==> src/serial_console_pkg.sv <==
// constants, types and timing figures shared by the serial console channel
package serial_console_pkg;

  // ----------------------------------------------------------------
  // clock and bit timing
  // ----------------------------------------------------------------
  localparam int unsigned CLK_HZ       = 10000000;
  localparam int unsigned OVERSAMPLE   = 16;
  localparam int unsigned OVS_HALF     = OVERSAMPLE / 2;
  localparam int unsigned DIV_W        = 12;

  // ----------------------------------------------------------------
  // character format
  // ----------------------------------------------------------------
  localparam int unsigned DATA_BITS    = 8;
  localparam int unsigned STOP_BITS    = 2;
  localparam int unsigned FRAME_BITS   = 1 + DATA_BITS + STOP_BITS;
  localparam int unsigned BIT_CNT_W    = 4;

  // ----------------------------------------------------------------
  // rate select codes, 0 to 6; the rest fall back to the slowest rate
  // ----------------------------------------------------------------
  localparam logic [2:0] RATE_300   = 3'h0;
  localparam logic [2:0] RATE_600   = 3'h1;
  localparam logic [2:0] RATE_1200  = 3'h2;
  localparam logic [2:0] RATE_2400  = 3'h3;
  localparam logic [2:0] RATE_4800  = 3'h4;
  localparam logic [2:0] RATE_9600  = 3'h5;
  localparam logic [2:0] RATE_19200 = 3'h6;

  // oversample tick divisor for a given rate, rounded down, at least one
  function automatic logic [DIV_W-1:0] tick_div(input int unsigned bps);
    int unsigned d;
    d = CLK_HZ / (bps * OVERSAMPLE);
    if (d < 1) begin
      d = 1;
    end
    return d[DIV_W-1:0];
  endfunction

  // ----------------------------------------------------------------
  // software flow control
  // ----------------------------------------------------------------
  localparam logic [7:0] CHAR_XOFF     = 8'h13;
  localparam logic [7:0] CHAR_XON      = 8'h11;
  localparam int unsigned BUF_DEPTH    = 128;
  localparam int unsigned BUF_AW       = 7;
  localparam logic [BUF_AW:0] LVL_HIGH = 8'h40;   // half of 128
  localparam logic [BUF_AW:0] LVL_LOW  = 8'h2c;   // 35 percent of 128

  // transmitter states
  typedef enum logic [3:0] {
    TX_IDLE  = 4'b0001,
    TX_START = 4'b0010,
    TX_DATA  = 4'b0100,
    TX_STOP  = 4'b1000
  } tx_state_type;

endpackage

==> src/serial_rx.sv <==
// receiver: oversampled start detect, centre sampling, two stop bits
`timescale 1ns/1ps
module serial_rx (
  // clock and reset
  input  wire logic                   clk_sys_i,
  input  wire logic                   srst_i,
  // oversample tick and line
  input  wire logic                   tick_i,
  input  wire logic                   line_i,
  input  wire logic                   enable_i,
  // received character
  output logic      [7:0]             data_o,
  output logic                        valid_o,
  output logic                        frame_err_o
);

  logic [3:0]                              phase_r;
  logic [serial_console_pkg::BIT_CNT_W-1:0] bit_r;
  logic [7:0]                              shift_r;
  logic                                    busy_r;
  logic                                    stop_ok_r;

  // line is held high (idle) when the port is disabled
  wire line_eff = line_i | ~enable_i;
  wire centre   = tick_i && (phase_r == 4'(serial_console_pkg::OVS_HALF - 1));
  wire last_bit = (bit_r == 4'(serial_console_pkg::FRAME_BITS - 1));

  // sample each bit at the centre of its oversampled cell
  always_ff @(posedge clk_sys_i) begin
    valid_o     <= 1'b0;
    frame_err_o <= 1'b0;
    if (srst_i) begin
      phase_r   <= 4'h0;
      bit_r     <= '0;
      shift_r   <= 8'h00;
      busy_r    <= 1'b0;
      stop_ok_r <= 1'b1;
      data_o    <= 8'h00;
    end else if (!busy_r) begin
      if (tick_i && !line_eff) begin
        busy_r    <= 1'b1;
        phase_r   <= 4'h1;
        bit_r     <= '0;
        stop_ok_r <= 1'b1;
      end
    end else if (tick_i) begin
      phase_r <= phase_r + 4'h1;
      if (centre) begin
        bit_r <= bit_r + 4'h1;
        if (bit_r == '0 && line_eff) begin
          busy_r <= 1'b0;                           // glitch, not a start
        end else if (bit_r >= 4'h1 && bit_r <= 4'(serial_console_pkg::DATA_BITS)) begin
          shift_r <= {line_eff, shift_r[7:1]};
        end else if (bit_r > 4'(serial_console_pkg::DATA_BITS)) begin
          stop_ok_r <= stop_ok_r & line_eff;
          if (last_bit) begin
            busy_r      <= 1'b0;
            valid_o     <= stop_ok_r & line_eff;
            frame_err_o <= ~(stop_ok_r & line_eff);
            data_o      <= {1'b0, shift_r[6:0]};
          end
        end
      end
    end
  end

endmodule

==> src/serial_console_channel.sv <==
// serial console channel: role swap, rate select, hardware or software flow
`timescale 1ns/1ps
// How it works
// - 8 data bits, no parity, 2 stop bits; top bit sent 0, read as 0.
// - rate select picks 300 up to 19200 bits per second.
// - role input picks terminal or modem; each line pair swaps direction.
// - terminal drives TxD, samples RxD; modem drives RxD, samples TxD.
// - DSR tells terminal modem ready; DTR tells modem terminal ready.
// - ready lines held on; in hardware mode nothing moves while the peer's is off.
// - RTS from terminal says terminal can take data.
// - CTS from modem says modem can take data.
// - dynamic lines pace each character; static lines show unit is alive.
// - two flow methods: per-character hardware, block-wise software.
// - with only data and ground wired, software flow alone is used.
// - with handshake lines wired, every transfer is hardware paced.
// - as modem in hardware mode, send only while RTS and DTR on.
// - software mode sends XOFF when 128-byte buffer reaches half.
// - after XOFF, send XON when buffer drains to 35 percent.
module serial_console_channel (
  // clock and reset
  input  wire logic       clk_sys_i,
  input  wire logic       srst_i,
  // configuration
  input  wire logic       modem_role_i,      // 1 modem, 0 terminal
  input  wire logic       hw_flow_i,         // 1 hardware, 0 software
  input  wire logic [2:0] rate_sel_i,
  // line side inputs (sampled per role)
  input  wire logic       txd_line_i,
  input  wire logic       rxd_line_i,
  input  wire logic       dtr_line_i,
  input  wire logic       dsr_line_i,
  input  wire logic       rts_line_i,
  input  wire logic       cts_line_i,
  // line side outputs with enables (per role)
  output logic            txd_line_o,
  output logic            txd_oe_o,
  output logic            rxd_line_o,
  output logic            rxd_oe_o,
  output logic            dtr_line_o,
  output logic            dtr_oe_o,
  output logic            dsr_line_o,
  output logic            dsr_oe_o,
  output logic            rts_line_o,
  output logic            rts_oe_o,
  output logic            cts_line_o,
  output logic            cts_oe_o,
  // user transmit side
  input  wire logic [7:0] tx_data_i,
  input  wire logic       tx_valid_i,
  output logic            tx_ready_o,
  // user receive side (reads drain the buffer)
  input  wire logic       rx_ready_i,
  output logic [7:0]      rx_data_o,
  output logic            rx_valid_o,
  output logic            rx_frame_err_o,
  output logic            rx_overrun_o
);

  // ----------------------------------------------------------------
  // rate generator
  // ----------------------------------------------------------------
  logic [serial_console_pkg::DIV_W-1:0] div_r;
  logic [serial_console_pkg::DIV_W-1:0] div_sel;
  logic                                 tick_r;

  // rate table, unused codes take the slowest rate
  always_comb begin
    case (rate_sel_i)
      serial_console_pkg::RATE_600:   div_sel = serial_console_pkg::tick_div(600);
      serial_console_pkg::RATE_1200:  div_sel = serial_console_pkg::tick_div(1200);
      serial_console_pkg::RATE_2400:  div_sel = serial_console_pkg::tick_div(2400);
      serial_console_pkg::RATE_4800:  div_sel = serial_console_pkg::tick_div(4800);
      serial_console_pkg::RATE_9600:  div_sel = serial_console_pkg::tick_div(9600);
      serial_console_pkg::RATE_19200: div_sel = serial_console_pkg::tick_div(19200);
      default:                        div_sel = serial_console_pkg::tick_div(300);
    endcase
  end

  // oversample tick, one pulse per divisor period
  always_ff @(posedge clk_sys_i) begin
    if (srst_i || div_r >= div_sel - 1'b1) begin
      div_r  <= '0;
      tick_r <= ~srst_i;
    end else begin
      div_r  <= div_r + 1'b1;
      tick_r <= 1'b0;
    end
  end

  // ----------------------------------------------------------------
  // role mapping of the three line pairs
  // ----------------------------------------------------------------
  wire ser_in    = modem_role_i ? txd_line_i : rxd_line_i;
  wire peer_rdy  = modem_role_i ? dtr_line_i : dsr_line_i;
  wire peer_take = modem_role_i ? rts_line_i : cts_line_i;
  // handshake lines only matter when wired, i.e. hardware mode
  wire link_up   = !hw_flow_i || peer_rdy;
  wire hw_go     = peer_rdy && peer_take;

  // ----------------------------------------------------------------
  // receiver and 128-entry buffer
  // ----------------------------------------------------------------
  logic [7:0] rx_char;
  logic       rx_got;
  logic       rx_ferr;

  serial_rx u_rx (
    .clk_sys_i   (clk_sys_i),
    .srst_i      (srst_i),
    .tick_i      (tick_r),
    .line_i      (ser_in),
    .enable_i    (link_up),
    .data_o      (rx_char),
    .valid_o     (rx_got),
    .frame_err_o (rx_ferr)
  );

  logic [7:0]                          buf_mem [serial_console_pkg::BUF_DEPTH];
  logic [serial_console_pkg::BUF_AW-1:0] wp_r;
  logic [serial_console_pkg::BUF_AW-1:0] rp_r;
  logic [serial_console_pkg::BUF_AW:0]   lvl_r;
  logic                                 peer_paused_r;  // XOFF seen from peer
  logic                                 we_paused_r;    // we sent XOFF

  wire is_xoff  = rx_got && !hw_flow_i && rx_char == serial_console_pkg::CHAR_XOFF;
  wire is_xon   = rx_got && !hw_flow_i && rx_char == serial_console_pkg::CHAR_XON;
  wire buf_full = lvl_r == (serial_console_pkg::BUF_AW+1)'(serial_console_pkg::BUF_DEPTH);
  wire wr_en    = rx_got && !is_xoff && !is_xon && !buf_full;
  wire rd_en    = rx_valid_o && rx_ready_i;
  wire buf_nonempty = (lvl_r != '0);

  // buffer storage and occupancy
  always_ff @(posedge clk_sys_i) begin
    if (wr_en) begin
      buf_mem[wp_r] <= rx_char;
    end
    if (srst_i) begin
      wp_r  <= '0;
      rp_r  <= '0;
      lvl_r <= '0;
    end else begin
      wp_r  <= wp_r + (serial_console_pkg::BUF_AW)'(wr_en);
      rp_r  <= rp_r + (serial_console_pkg::BUF_AW)'(rd_en);
      lvl_r <= lvl_r + (serial_console_pkg::BUF_AW+1)'(wr_en)
                     - (serial_console_pkg::BUF_AW+1)'(rd_en);
    end
  end

  // read port registered, present head while not empty, except the cycle after a read
  always_ff @(posedge clk_sys_i) begin
    if (srst_i) begin
      rx_valid_o     <= 1'b0;
      rx_data_o      <= 8'h00;
      rx_frame_err_o <= 1'b0;
      rx_overrun_o   <= 1'b0;
    end else begin
      rx_valid_o     <= buf_nonempty && !rd_en && !(lvl_r == 1 && rd_en);
      rx_data_o      <= buf_mem[rd_en ? rp_r + 1'b1 : rp_r];
      rx_frame_err_o <= rx_ferr;
      rx_overrun_o   <= rx_got && buf_full;
    end
  end

  // ----------------------------------------------------------------
  // software flow state
  // ----------------------------------------------------------------
  logic xoff_due;
  logic xon_due;
  assign xoff_due = !hw_flow_i && !we_paused_r && lvl_r >= serial_console_pkg::LVL_HIGH;
  assign xon_due  = !hw_flow_i && we_paused_r && lvl_r <= serial_console_pkg::LVL_LOW;

  // ----------------------------------------------------------------
  // transmitter
  // ----------------------------------------------------------------
  serial_console_pkg::tx_state_type st_r;
  logic [3:0]                              ph_r;
  logic [serial_console_pkg::BIT_CNT_W-1:0] bc_r;
  logic [7:0]                              sh_r;
  logic                                    ser_out_r;
  logic                                    ctl_pending_r;

  wire bit_end  = tick_r && ph_r == 4'(serial_console_pkg::OVERSAMPLE - 1);
  wire send_ok  = hw_flow_i ? hw_go : !peer_paused_r;
  wire ctl_go   = st_r == serial_console_pkg::TX_IDLE && (xoff_due || xon_due) && link_up;
  wire user_go  = st_r == serial_console_pkg::TX_IDLE && !ctl_go && tx_valid_i
                  && send_ok && link_up;

  // flow flags, set wins over clear
  always_ff @(posedge clk_sys_i) begin
    if (srst_i || hw_flow_i) begin
      peer_paused_r <= 1'b0;
      we_paused_r   <= 1'b0;
    end else begin
      if (is_xoff) begin
        peer_paused_r <= 1'b1;
      end else if (is_xon) begin
        peer_paused_r <= 1'b0;
      end
      if (ctl_go) begin
        we_paused_r <= xoff_due;
      end
    end
  end

  // frame shifter: start, 8 data lsb first, 2 stop
  always_ff @(posedge clk_sys_i) begin
    if (srst_i) begin
      st_r      <= serial_console_pkg::TX_IDLE;
      ph_r      <= 4'h0;
      bc_r      <= '0;
      sh_r      <= 8'h00;
      ser_out_r <= 1'b1;
    end else begin
      ph_r <= tick_r ? ph_r + 4'h1 : ph_r;
      case (st_r)
        serial_console_pkg::TX_IDLE: begin
          ser_out_r <= 1'b1;
          if (ctl_go || user_go) begin
            sh_r <= ctl_go ? (xoff_due ? serial_console_pkg::CHAR_XOFF
                                       : serial_console_pkg::CHAR_XON)
                           : {1'b0, tx_data_i[6:0]};
            st_r <= serial_console_pkg::TX_START;
            ph_r <= 4'h0;
          end
        end
        serial_console_pkg::TX_START: begin
          ser_out_r <= 1'b0;
          if (bit_end) begin
            st_r <= serial_console_pkg::TX_DATA;
            bc_r <= '0;
          end
        end
        serial_console_pkg::TX_DATA: begin
          ser_out_r <= sh_r[0];
          if (bit_end) begin
            sh_r <= {1'b1, sh_r[7:1]};
            bc_r <= bc_r + 4'h1;
            if (bc_r == 4'(serial_console_pkg::DATA_BITS - 1)) begin
              st_r <= serial_console_pkg::TX_STOP;
              bc_r <= '0;
            end
          end
        end
        serial_console_pkg::TX_STOP: begin
          ser_out_r <= 1'b1;
          if (bit_end) begin
            bc_r <= bc_r + 4'h1;
            if (bc_r == 4'(serial_console_pkg::STOP_BITS - 1)) begin
              st_r <= serial_console_pkg::TX_IDLE;
            end
          end
        end
        default: st_r <= serial_console_pkg::TX_IDLE;
      endcase
    end
  end

  // ----------------------------------------------------------------
  // registered pin drivers, role picks which pin of each pair is driven
  // ----------------------------------------------------------------
  wire own_take = hw_flow_i ? !buf_nonempty : 1'b1;   // per-character grant
  always_ff @(posedge clk_sys_i) begin
    if (srst_i) begin
      txd_line_o <= 1'b1;
      rxd_line_o <= 1'b1;
      dtr_line_o <= 1'b0;
      dsr_line_o <= 1'b0;
      rts_line_o <= 1'b0;
      cts_line_o <= 1'b0;
      txd_oe_o   <= 1'b0;
      rxd_oe_o   <= 1'b0;
      dtr_oe_o   <= 1'b0;
      dsr_oe_o   <= 1'b0;
      rts_oe_o   <= 1'b0;
      cts_oe_o   <= 1'b0;
      tx_ready_o <= 1'b0;
    end else begin
      txd_oe_o   <= !modem_role_i;
      rxd_oe_o   <= modem_role_i;
      dtr_oe_o   <= !modem_role_i;
      dsr_oe_o   <= modem_role_i;
      rts_oe_o   <= !modem_role_i;
      cts_oe_o   <= modem_role_i;
      txd_line_o <= ser_out_r;
      rxd_line_o <= ser_out_r;
      dtr_line_o <= 1'b1;
      dsr_line_o <= 1'b1;
      rts_line_o <= own_take;
      cts_line_o <= own_take;
      tx_ready_o <= user_go;                          // one-cycle accept pulse
    end
  end

  // ----------------------------------------------------------------
  // checks
  // ----------------------------------------------------------------
  a_tx_gated: assert property (@(posedge clk_sys_i) disable iff (srst_i)
    user_go && hw_flow_i |-> peer_rdy && peer_take)
    else $error("character started without hardware grant");
  a_xoff_level: assert property (@(posedge clk_sys_i) disable iff (srst_i)
    ctl_go && xoff_due |=> sh_r == serial_console_pkg::CHAR_XOFF)
    else $error("xoff not loaded");
  a_msb_zero: assert property (@(posedge clk_sys_i) disable iff (srst_i)
    $rose(st_r == serial_console_pkg::TX_START) && !$past(ctl_go) |-> sh_r[7] == 1'b0)
    else $error("top data bit sent as one");
  a_ready_held: assert property (@(posedge clk_sys_i) disable iff (srst_i)
    $past(!srst_i) |-> dtr_line_o && dsr_line_o)
    else $error("ready line dropped");
  a_role_oe: assert property (@(posedge clk_sys_i) disable iff (srst_i)
    $stable(modem_role_i) && !$past(srst_i) |-> txd_oe_o != rxd_oe_o)
    else $error("both data pins driven");
  a_xon_after: assert property (@(posedge clk_sys_i) disable iff (srst_i)
    xon_due |-> we_paused_r && lvl_r <= serial_console_pkg::LVL_LOW)
    else $error("xon without pause");
  a_rx_stop: assert property (@(posedge clk_sys_i) disable iff (srst_i)
    rx_got |-> !rx_ferr && rx_char[7] == 1'b0)
    else $error("bad character accepted");
  a_link_down: assert property (@(posedge clk_sys_i) disable iff (srst_i)
    hw_flow_i && !peer_rdy |-> !user_go && !ctl_go)
    else $error("transfer with ready low");
  c_hw_send: cover property (@(posedge clk_sys_i) user_go && hw_flow_i);
  c_sw_xoff: cover property (@(posedge clk_sys_i) ctl_go && xoff_due);
  c_sw_xon:  cover property (@(posedge clk_sys_i) ctl_go && xon_due);
  c_rx_char: cover property (@(posedge clk_sys_i) wr_en);

endmodule

==> config.mk <==
export PLATFORM = sky130hd
export DESIGN_NAME = serial_console_channel
export DESIGN_NICKNAME = d
export VERILOG_FILES = /design/src/serial_console_pkg.sv /design/src/serial_rx.sv /design/src/serial_console_channel.sv
export SDC_FILE = /design/constraint.sdc
export NUM_CORES = 1
export LEC_CHECK = 0
export BUFFER_PORTS_ARGS = -buffer_cell sky130_fd_sc_hd__buf_2
export CAP_MARGIN = 10
export CORE_ASPECT_RATIO = 0.7
export CORE_MARGIN = 2
export CORE_UTILIZATION = 30
export DETAILED_ROUTE_END_ITERATION = 10
export RECOVER_POWER = 100
export SLEW_MARGIN = 10
export SYNTH_ARGS = -nofsm -noshare
export SYNTH_HDL_FRONTEND = slang
export SYNTH_HIERARCHICAL = 1
export SYNTH_SLANG_ARGS = --single-unit
==> constraint.sdc <==
create_clock -name clk_sys_i -period 5.1 [get_ports clk_sys_i]
set_input_delay 0.51 -clock clk_sys_i [delete_from_list [all_inputs] [get_ports clk_sys_i]]
set_output_delay 0.51 -clock clk_sys_i [all_outputs]
set_load 0.05 [all_outputs]
==> results of run 1 <==
## synthesized netlist by cell type (all sizes together), types with 37 or more instances
library cell / number
edfxtp: 1024
nand2: 360
nor2: 229
mux4: 181
nand3: 135
buf: 114
dfxtp: 102
a21oi: 53
mux2i: 52
ha: 44
o21ai: 38
nor3: 37
## cell type report
type | count | area [µm²] | share of cell area (%)
Inverter | 29 | 109 | 0.213
Antenna cell | 1 | 2.50 | 0.00490
Multi-Input combinational cell | 1468 | 11500 | 22.4
Clock inverter | 44 | 370 | 0.726
Sequential cell | 1126 | 32800 | 64.3
Timing Repair Buffer | 182 | 1080 | 2.12
Clock buffer | 135 | 2730 | 5.35
Tap cell | 1980 | 2480 | 4.85
## report_power, final
group	leakage, µW	total [µW]	switching [µW]	internal [µW]
Combinational	0.00427	2750	1540	1210
Sequential	0.0103	10100	75.1	10000
Clock	0.00155	7390	3420	3970
## metrics by stage
step	setup WS (ns)	utilization, %	total power, µW	instance area (µm²)
global placement	1.07	32.5	13000	48300
finish	0.612	34.4	20200	51000
global route	0.525	34.4	20900	51000
CTS	1.23	34.6	20300	51400
floorplan	0.904	-	12200	45100
detailed placement	1.08	32.5	13000	48300
## state kept, by name, summed over array words and instances (netlist names), 4 cells and up
| name | flops |
|---|---|
| lvl_r | 8 |
| st_r | 4 |
| u_rx/bit_r | 4 |
| ph_r | 4 |
| u_rx/data_o | 7 |
| wp_r | 7 |
| bc_r | 4 |
| buf_mem | 1024 |
| div_r | 12 |
| rx_data_o | 8 |
| rp_r | 7 |
| sh_r | 8 |
| u_rx/phase_r | 4 |
| u_rx/shift_r | 8 |
## kinds of logic after synthesis
family | after synthesis | share of synthesized area, %
mux | 236 | 10.3
other cells | 1 | 0.00832
simple gates | 885 | 8.84
buf+inv | 174 | 1.98
xor+xnor | 43 | 0.869
fa+ha+maj | 45 | 1.27
flops | 1126 | 72.8
compound gates | 258 | 3.99
## how the worst max path moves through the flow
stage | from | to | cells after the start
3_3_place_gp | rx_ready_i | rx_data_o[0] | 13
3_5_place_dp | rx_ready_i | rx_data_o[2] | 11
4_1_cts | rp_r[1] | rx_data_o[0] | 9
5_1_grt | rp_r[1] | rx_data_o[1] | 11
2_1_floorplan | u_rx/data_o[0] | lvl_r[6] | 17
6_report | u_rx/data_o[0] | buf_mem[15][2] | 9
## layer usage
metal | vias to the layer above | global-route usage (%)
li1 | 11000 | -
met1 | 13180 | 23.3
met2 | 1224 | 21.0
met3 | 149 | 6.17
met4 | 2 | 3.42
met5 | - | 0.402
==> results_dict.tcl, run 1 <==
set metrics [dict create \
    tightest_slew_ns 3.73 \
    wl_met1_um 53900 \
    worstPathArrival_ns 4.77 \
    grt.overflow.total 0 \
    areaGrowthSynthToFinish_pct 13.2 \
    antenna_left 0 \
    syn-num-nets 2836 \
    synth.yosys.seq_area_share_pct 72.8 \
    r2r-start "u_rx/data_o[0]" \
    synth_edf_count 1024 \
    hold_end "rts_oe_o" \
    vias_per_cell 5.15 \
    top_layer "met5" \
    max_cap_violations 14 \
    grt_pass1_vias 24367 \
    row_count 118 \
    grt_pass1_wl_um 174000 \
    critPathTopFamily "simple AND/OR/NAND/NOR gates" \
    initial_core_util_pct 30.3 \
    cts_buffers 96 \
    hold_slack_ns 0.0601 \
    async_flop_share_pct 0 \
    post-route-period-util_pct 88.0 \
    synthesis.area_mm2 0.0451 \
    avgSynthCellArea_um2 16.3 \
    whs_path_depth 2 \
    synth_area_leaders "edfxtp_1, mux4_2, dfxtp_1, nand2_1, nor2_1" \
    drt_iter0_drc 3350 \
    startpoint_type "register" \
    reg2reg_slack_ns 0.61 \
    synth_seq_cells 1126 \
    yosysTopAreaCellShare_pct 68.2 \
    cts_sinks 1126 \
    crit_path_end_kind "register" \
    cp_max_fo 50 \
    dp_hpwl_um 75600 \
    ctsHoldBuffers 0 \
    clk_latency_ns 0.71 \
    grtUsageTotal_pct 15.6 \
    grt_max_degree 130 \
    dieArea_mm2 0.153 \
    wl_met2_um 49500 \
    place.gp.congestion 0.855 \
    layout_common_cells "edfxtp_1, nand2_1, nor2_1" \
    first_pass_iters 6 \
    status "finished, violations left" \
    path_clk_slew_ns 0.07 \
    antenna_found_initial 5 \
    r2r_cells 9 \
    coreArea_mm2 0.149 \
    post-route-min-period_ns 4.49 \
    tns_ns 0 \
    dpl.cell_count 4785 \
    yosysTopAreaCell "edfxtp_1" \
    critPathKind "register to register" \
    met3WireLength_um 15400 \
    slew_violations 776 \
    layout_commonest_cell "edfxtp_1" \
    fin_skew_ns 0.0262 \
    violations "max-capacitance violations, max-slew violations" \
    critical_path_buf_inv_count 2 \
    syn_inst 2768 \
    yosys_warnings 6 \
    layout-drive-gt1-share_pct 14.9 \
    slew-limit-headroom_pct -149 \
    die_y_um 328 \
    cts-htree-levels 3 \
    io_buffers 45 \
    num-fill-cells 14239 \
    synth_flop_cell "edfxtp_1" \
    path_cells "nand2_1 -> nor2_1 -> nand4b_1 -> nand3_1 -> inv_1 -> and2_0 -> nand3_1 -> clkbuf_1 -> nor2_1" \
    cts_setup_buffers 0 \
    synth_cell_types 85 \
    hold_start "modem_role_i" \
    slowest_delay_ns 1.23 \
    hold_viol 0 \
    leakage_uw 0.0161 \
    critical_path.slowest_cell "clkbuf_1" \
    fin_nets 2971 \
    setup_viol 0 \
    dr_total_vias 25555 \
    rr_endpoint "buf_mem[15][2]" \
    routedWlPerCell_um 24.4 \
    root_buffer "clkbuf_16" \
    rsz0062_at_grt "false" \
    fmax_mhz 223 \
    hold_path_class "input pin to register" \
    power_density_mw_per_mm2 396 \
    instances_no_fill 4965 \
    die_w_um 467 \
    ioPinCount 47 \
    clock_path_buffers 3 \
    route.detailed.drc 0 \
    cts_tree "yes" \
    cp.required_ns 5.38 \
    cts_resized 0 \
    ir_worst_vdd_uv 296 \
    routed_wl_um 121000 \
]
No activity file was read; power rests on OpenSTA's default activity.
==> run 2, diff against run 1 <==
--- a/config.mk
+++ b/config.mk
@@ -11,6 +11,7 @@
 export CORE_MARGIN = 2
 export CORE_UTILIZATION = 30
 export DETAILED_ROUTE_END_ITERATION = 10
+export GPL_TIMING_DRIVEN = 0
 export RECOVER_POWER = 100
 export SLEW_MARGIN = 10
 export SYNTH_ARGS = -nofsm -noshare
==> run 2 against run 1 <==
  * The run ends with max-capacitance violations, max-slew violations, negative setup slack left
  * Sequential power is essentially flat
  * Die area is the same
  * Worst setup slack lost 0.92 ns
  * Largest cell class unchanged
==> results_dict.tcl, run 2 (synthesis results as in run 1) <==
set metrics [dict create \
    grt.overflow.total 0 \
    dp_hpwl_um 104000 \
    areaGrowthSynthToFinish_pct 14.0 \
    power_density_mw_per_mm2 424 \
    routedWlPerCell_um 31.8 \
    root_buffer "clkbuf_16" \
    layout_commonest_cell "edfxtp_1" \
    die_y_um 328 \
    cts_tree "yes" \
    antenna_found_initial 6 \
    slew-limit-headroom_pct -136 \
    dpl.cell_count 4802 \
    io_buffers 43 \
    cp_max_fo 10 \
    clock_path_buffers 3 \
    largest_registers "buf_mem: 1024 flops, div_r: 12 flops" \
    fin_nets 2997 \
    layout-drive-gt1-share_pct 16.5 \
    top_register "buf_mem" \
    routed_wl_um 159000 \
    initial_core_util_pct 30.3 \
    worst_slack_ns -0.306 \
    antenna_left 0 \
    ioPinCount 47 \
    status "finished, violations left" \
    path_clk_slew_ns 0.06 \
    cp.required_ns 5.58 \
    ir_worst_vdd_uv 287 \
    cts-htree-levels 3 \
    startpoint_type "register" \
    hold_viol 0 \
    setup_viol 1 \
    grt_pass1_wl_um 214000 \
    clk_latency_ns 0.75 \
    post-route-period-util_pct 106 \
    grt_max_degree 130 \
    slowest_delay_ns 1.10 \
    path_cells "ha_1 -> buf_4 -> a21oi_1 -> o21a_1 -> a21oi_1 -> clkbuf_1 -> a31oi_1 -> nand4_1 -> o21ai_0 -> o21ai_1 -> o31ai_1" \
    dieArea_mm2 0.153 \
    num-fill-cells 14109 \
    post-route-min-period_ns 5.41 \
    max_cap_violations 8 \
    die_w_um 467 \
    rsz0062_at_grt "false" \
    row_count 118 \
    crit_path_end_kind "register" \
    coreArea_mm2 0.149 \
    grt_pass1_vias 25560 \
    crit_path_frequent_cell "a21oi_1" \
    place.gp.congestion 1.03 \
    fin_skew_ns 0.0339 \
    route.detailed.drc 0 \
    critPathKind "register to register" \
    violations "max-capacitance violations, max-slew violations, negative setup slack" \
    cts_sinks 1126 \
    cts_setup_buffers 0 \
    grtUsageTotal_pct 20.3 \
    vias_per_cell 5.66 \
    cts_buffers 104 \
    critical_path.slowest_cell "a21oi_1" \
    tightest_slew_ns 3.55 \
    layout_common_cells "edfxtp_1, nand2_1, nor2_1" \
    slew_violations 283 \
    dr_total_vias 28250 \
    instances_no_fill 4994 \
    first_pass_iters 7 \
    worstPathArrival_ns 5.89 \
    hold_slack_ns 0.0596 \
    drt_iter0_drc 5739 \
    hold_path_class "input pin to register" \
    fmax_mhz 185 \
    largest_reg_flops 1024 \
    leakage_uw 0.0164 \
]
-- run 2: cell count changes in the layout (fill, tap and decap cells not counted), sizes merged --
cell	before	now
clkinv	29	34
diode	1	3
clkinvlp	1	6
buf	77	128
dlygate4sd3	0	1
inv	39	32
bufinv	4	14
clkbuf	240	202
-- run 2: critical path: cells and delay by family, from the launching register on --
family / cells / cell delay (ns)
AO/OA/AOI/OAI: 7 / 2.95
adder cells (fa/ha/maj): 1 / 0.21
buffers and inverters: 2 / 1.19
flip-flops: 1 / 0.50
AND/OR/NAND/NOR: 1 / 0.28
-- run 2: path summary, 6_finish.rpt --
kind | start | endpoint | slack [ns] | cells past startpoint
min | tx_valid_i | tx_ready_o | 0.06 | 3
max | rp_r[1] | rx_data_o[6] | -0.31 | 11
max reg2reg | rp_r[1] | rx_data_o[6] | -0.31 | 11
min reg2reg | u_rx/frame_err_o | rx_frame_err_o | 0.44 | 1
-- run 2: where the power goes --
| part | internal, µW | leakage [µW] | switching, µW | total [µW] |
|---|---|---|---|---|
| sequential | 10000 | 0.0103 | 66.2 | 10100 |
| combinational | 1170 | 0.00446 | 2380 | 3550 |
| clock | 4580 | 0.00168 | 3620 | 8190 |
| total | 15700 | 0.0164 | 6060 | 21800 |
-- run 2: repair_timing --
| action | in CTS | in global routing |
|---|---|---|
| gates cloned | 0 | 0 |
| hold endpoints to repair | 1 | 0 |
| setup endpoints to repair | 5 | 1 |
| hold buffers | 1 | 0 |
| resized for setup | 8 | 7 |
-- run 2: layout make-up --
class / instances / area [µm²] / share of cell area (%)
Clock buffer: 131 / 2780 / 5.41
Buffer: 145 / 810 / 1.57
Clock inverter: 57 / 698 / 1.36
Timing Repair Buffer: 55 / 353 / 0.686
Tap cell: 1980 / 2480 / 4.82
Sequential cell: 1126 / 32800 / 63.8
Multi-Input combinational cell: 1468 / 11400 / 22.1
Inverter: 29 / 109 / 0.212
Antenna cell: 3 / 7.51 / 0.0146
-- run 2: layer usage --
layer	routed length (µm)	GRT usage (%)	up-vias
li1	-	-	11077
met1	64100	28.7	14536
met2	61500	26.4	2222
met3	26700	10.1	409
met4	6510	7.10	6
met5	70	0	-
-- run 2: metrics by stage --
step / power [µW] / setup WS, ns / setup TNS [ns] / util [%] / cell area, µm²
floorplan: 12200 / 0.904 / 0 / - / 45100
global placement: 13600 / -2.48 / -1899.49 / 32.2 / 47800
detailed placement: 13700 / -0.974 / -2.53 / 32.3 / 48000
CTS: 21700 / 0.0589 / 0 / 34.7 / 51500
global route: 22200 / 0.00696 / 0 / 34.6 / 51400
finish: 21800 / -0.306 / -0.306 / 34.6 / 51400
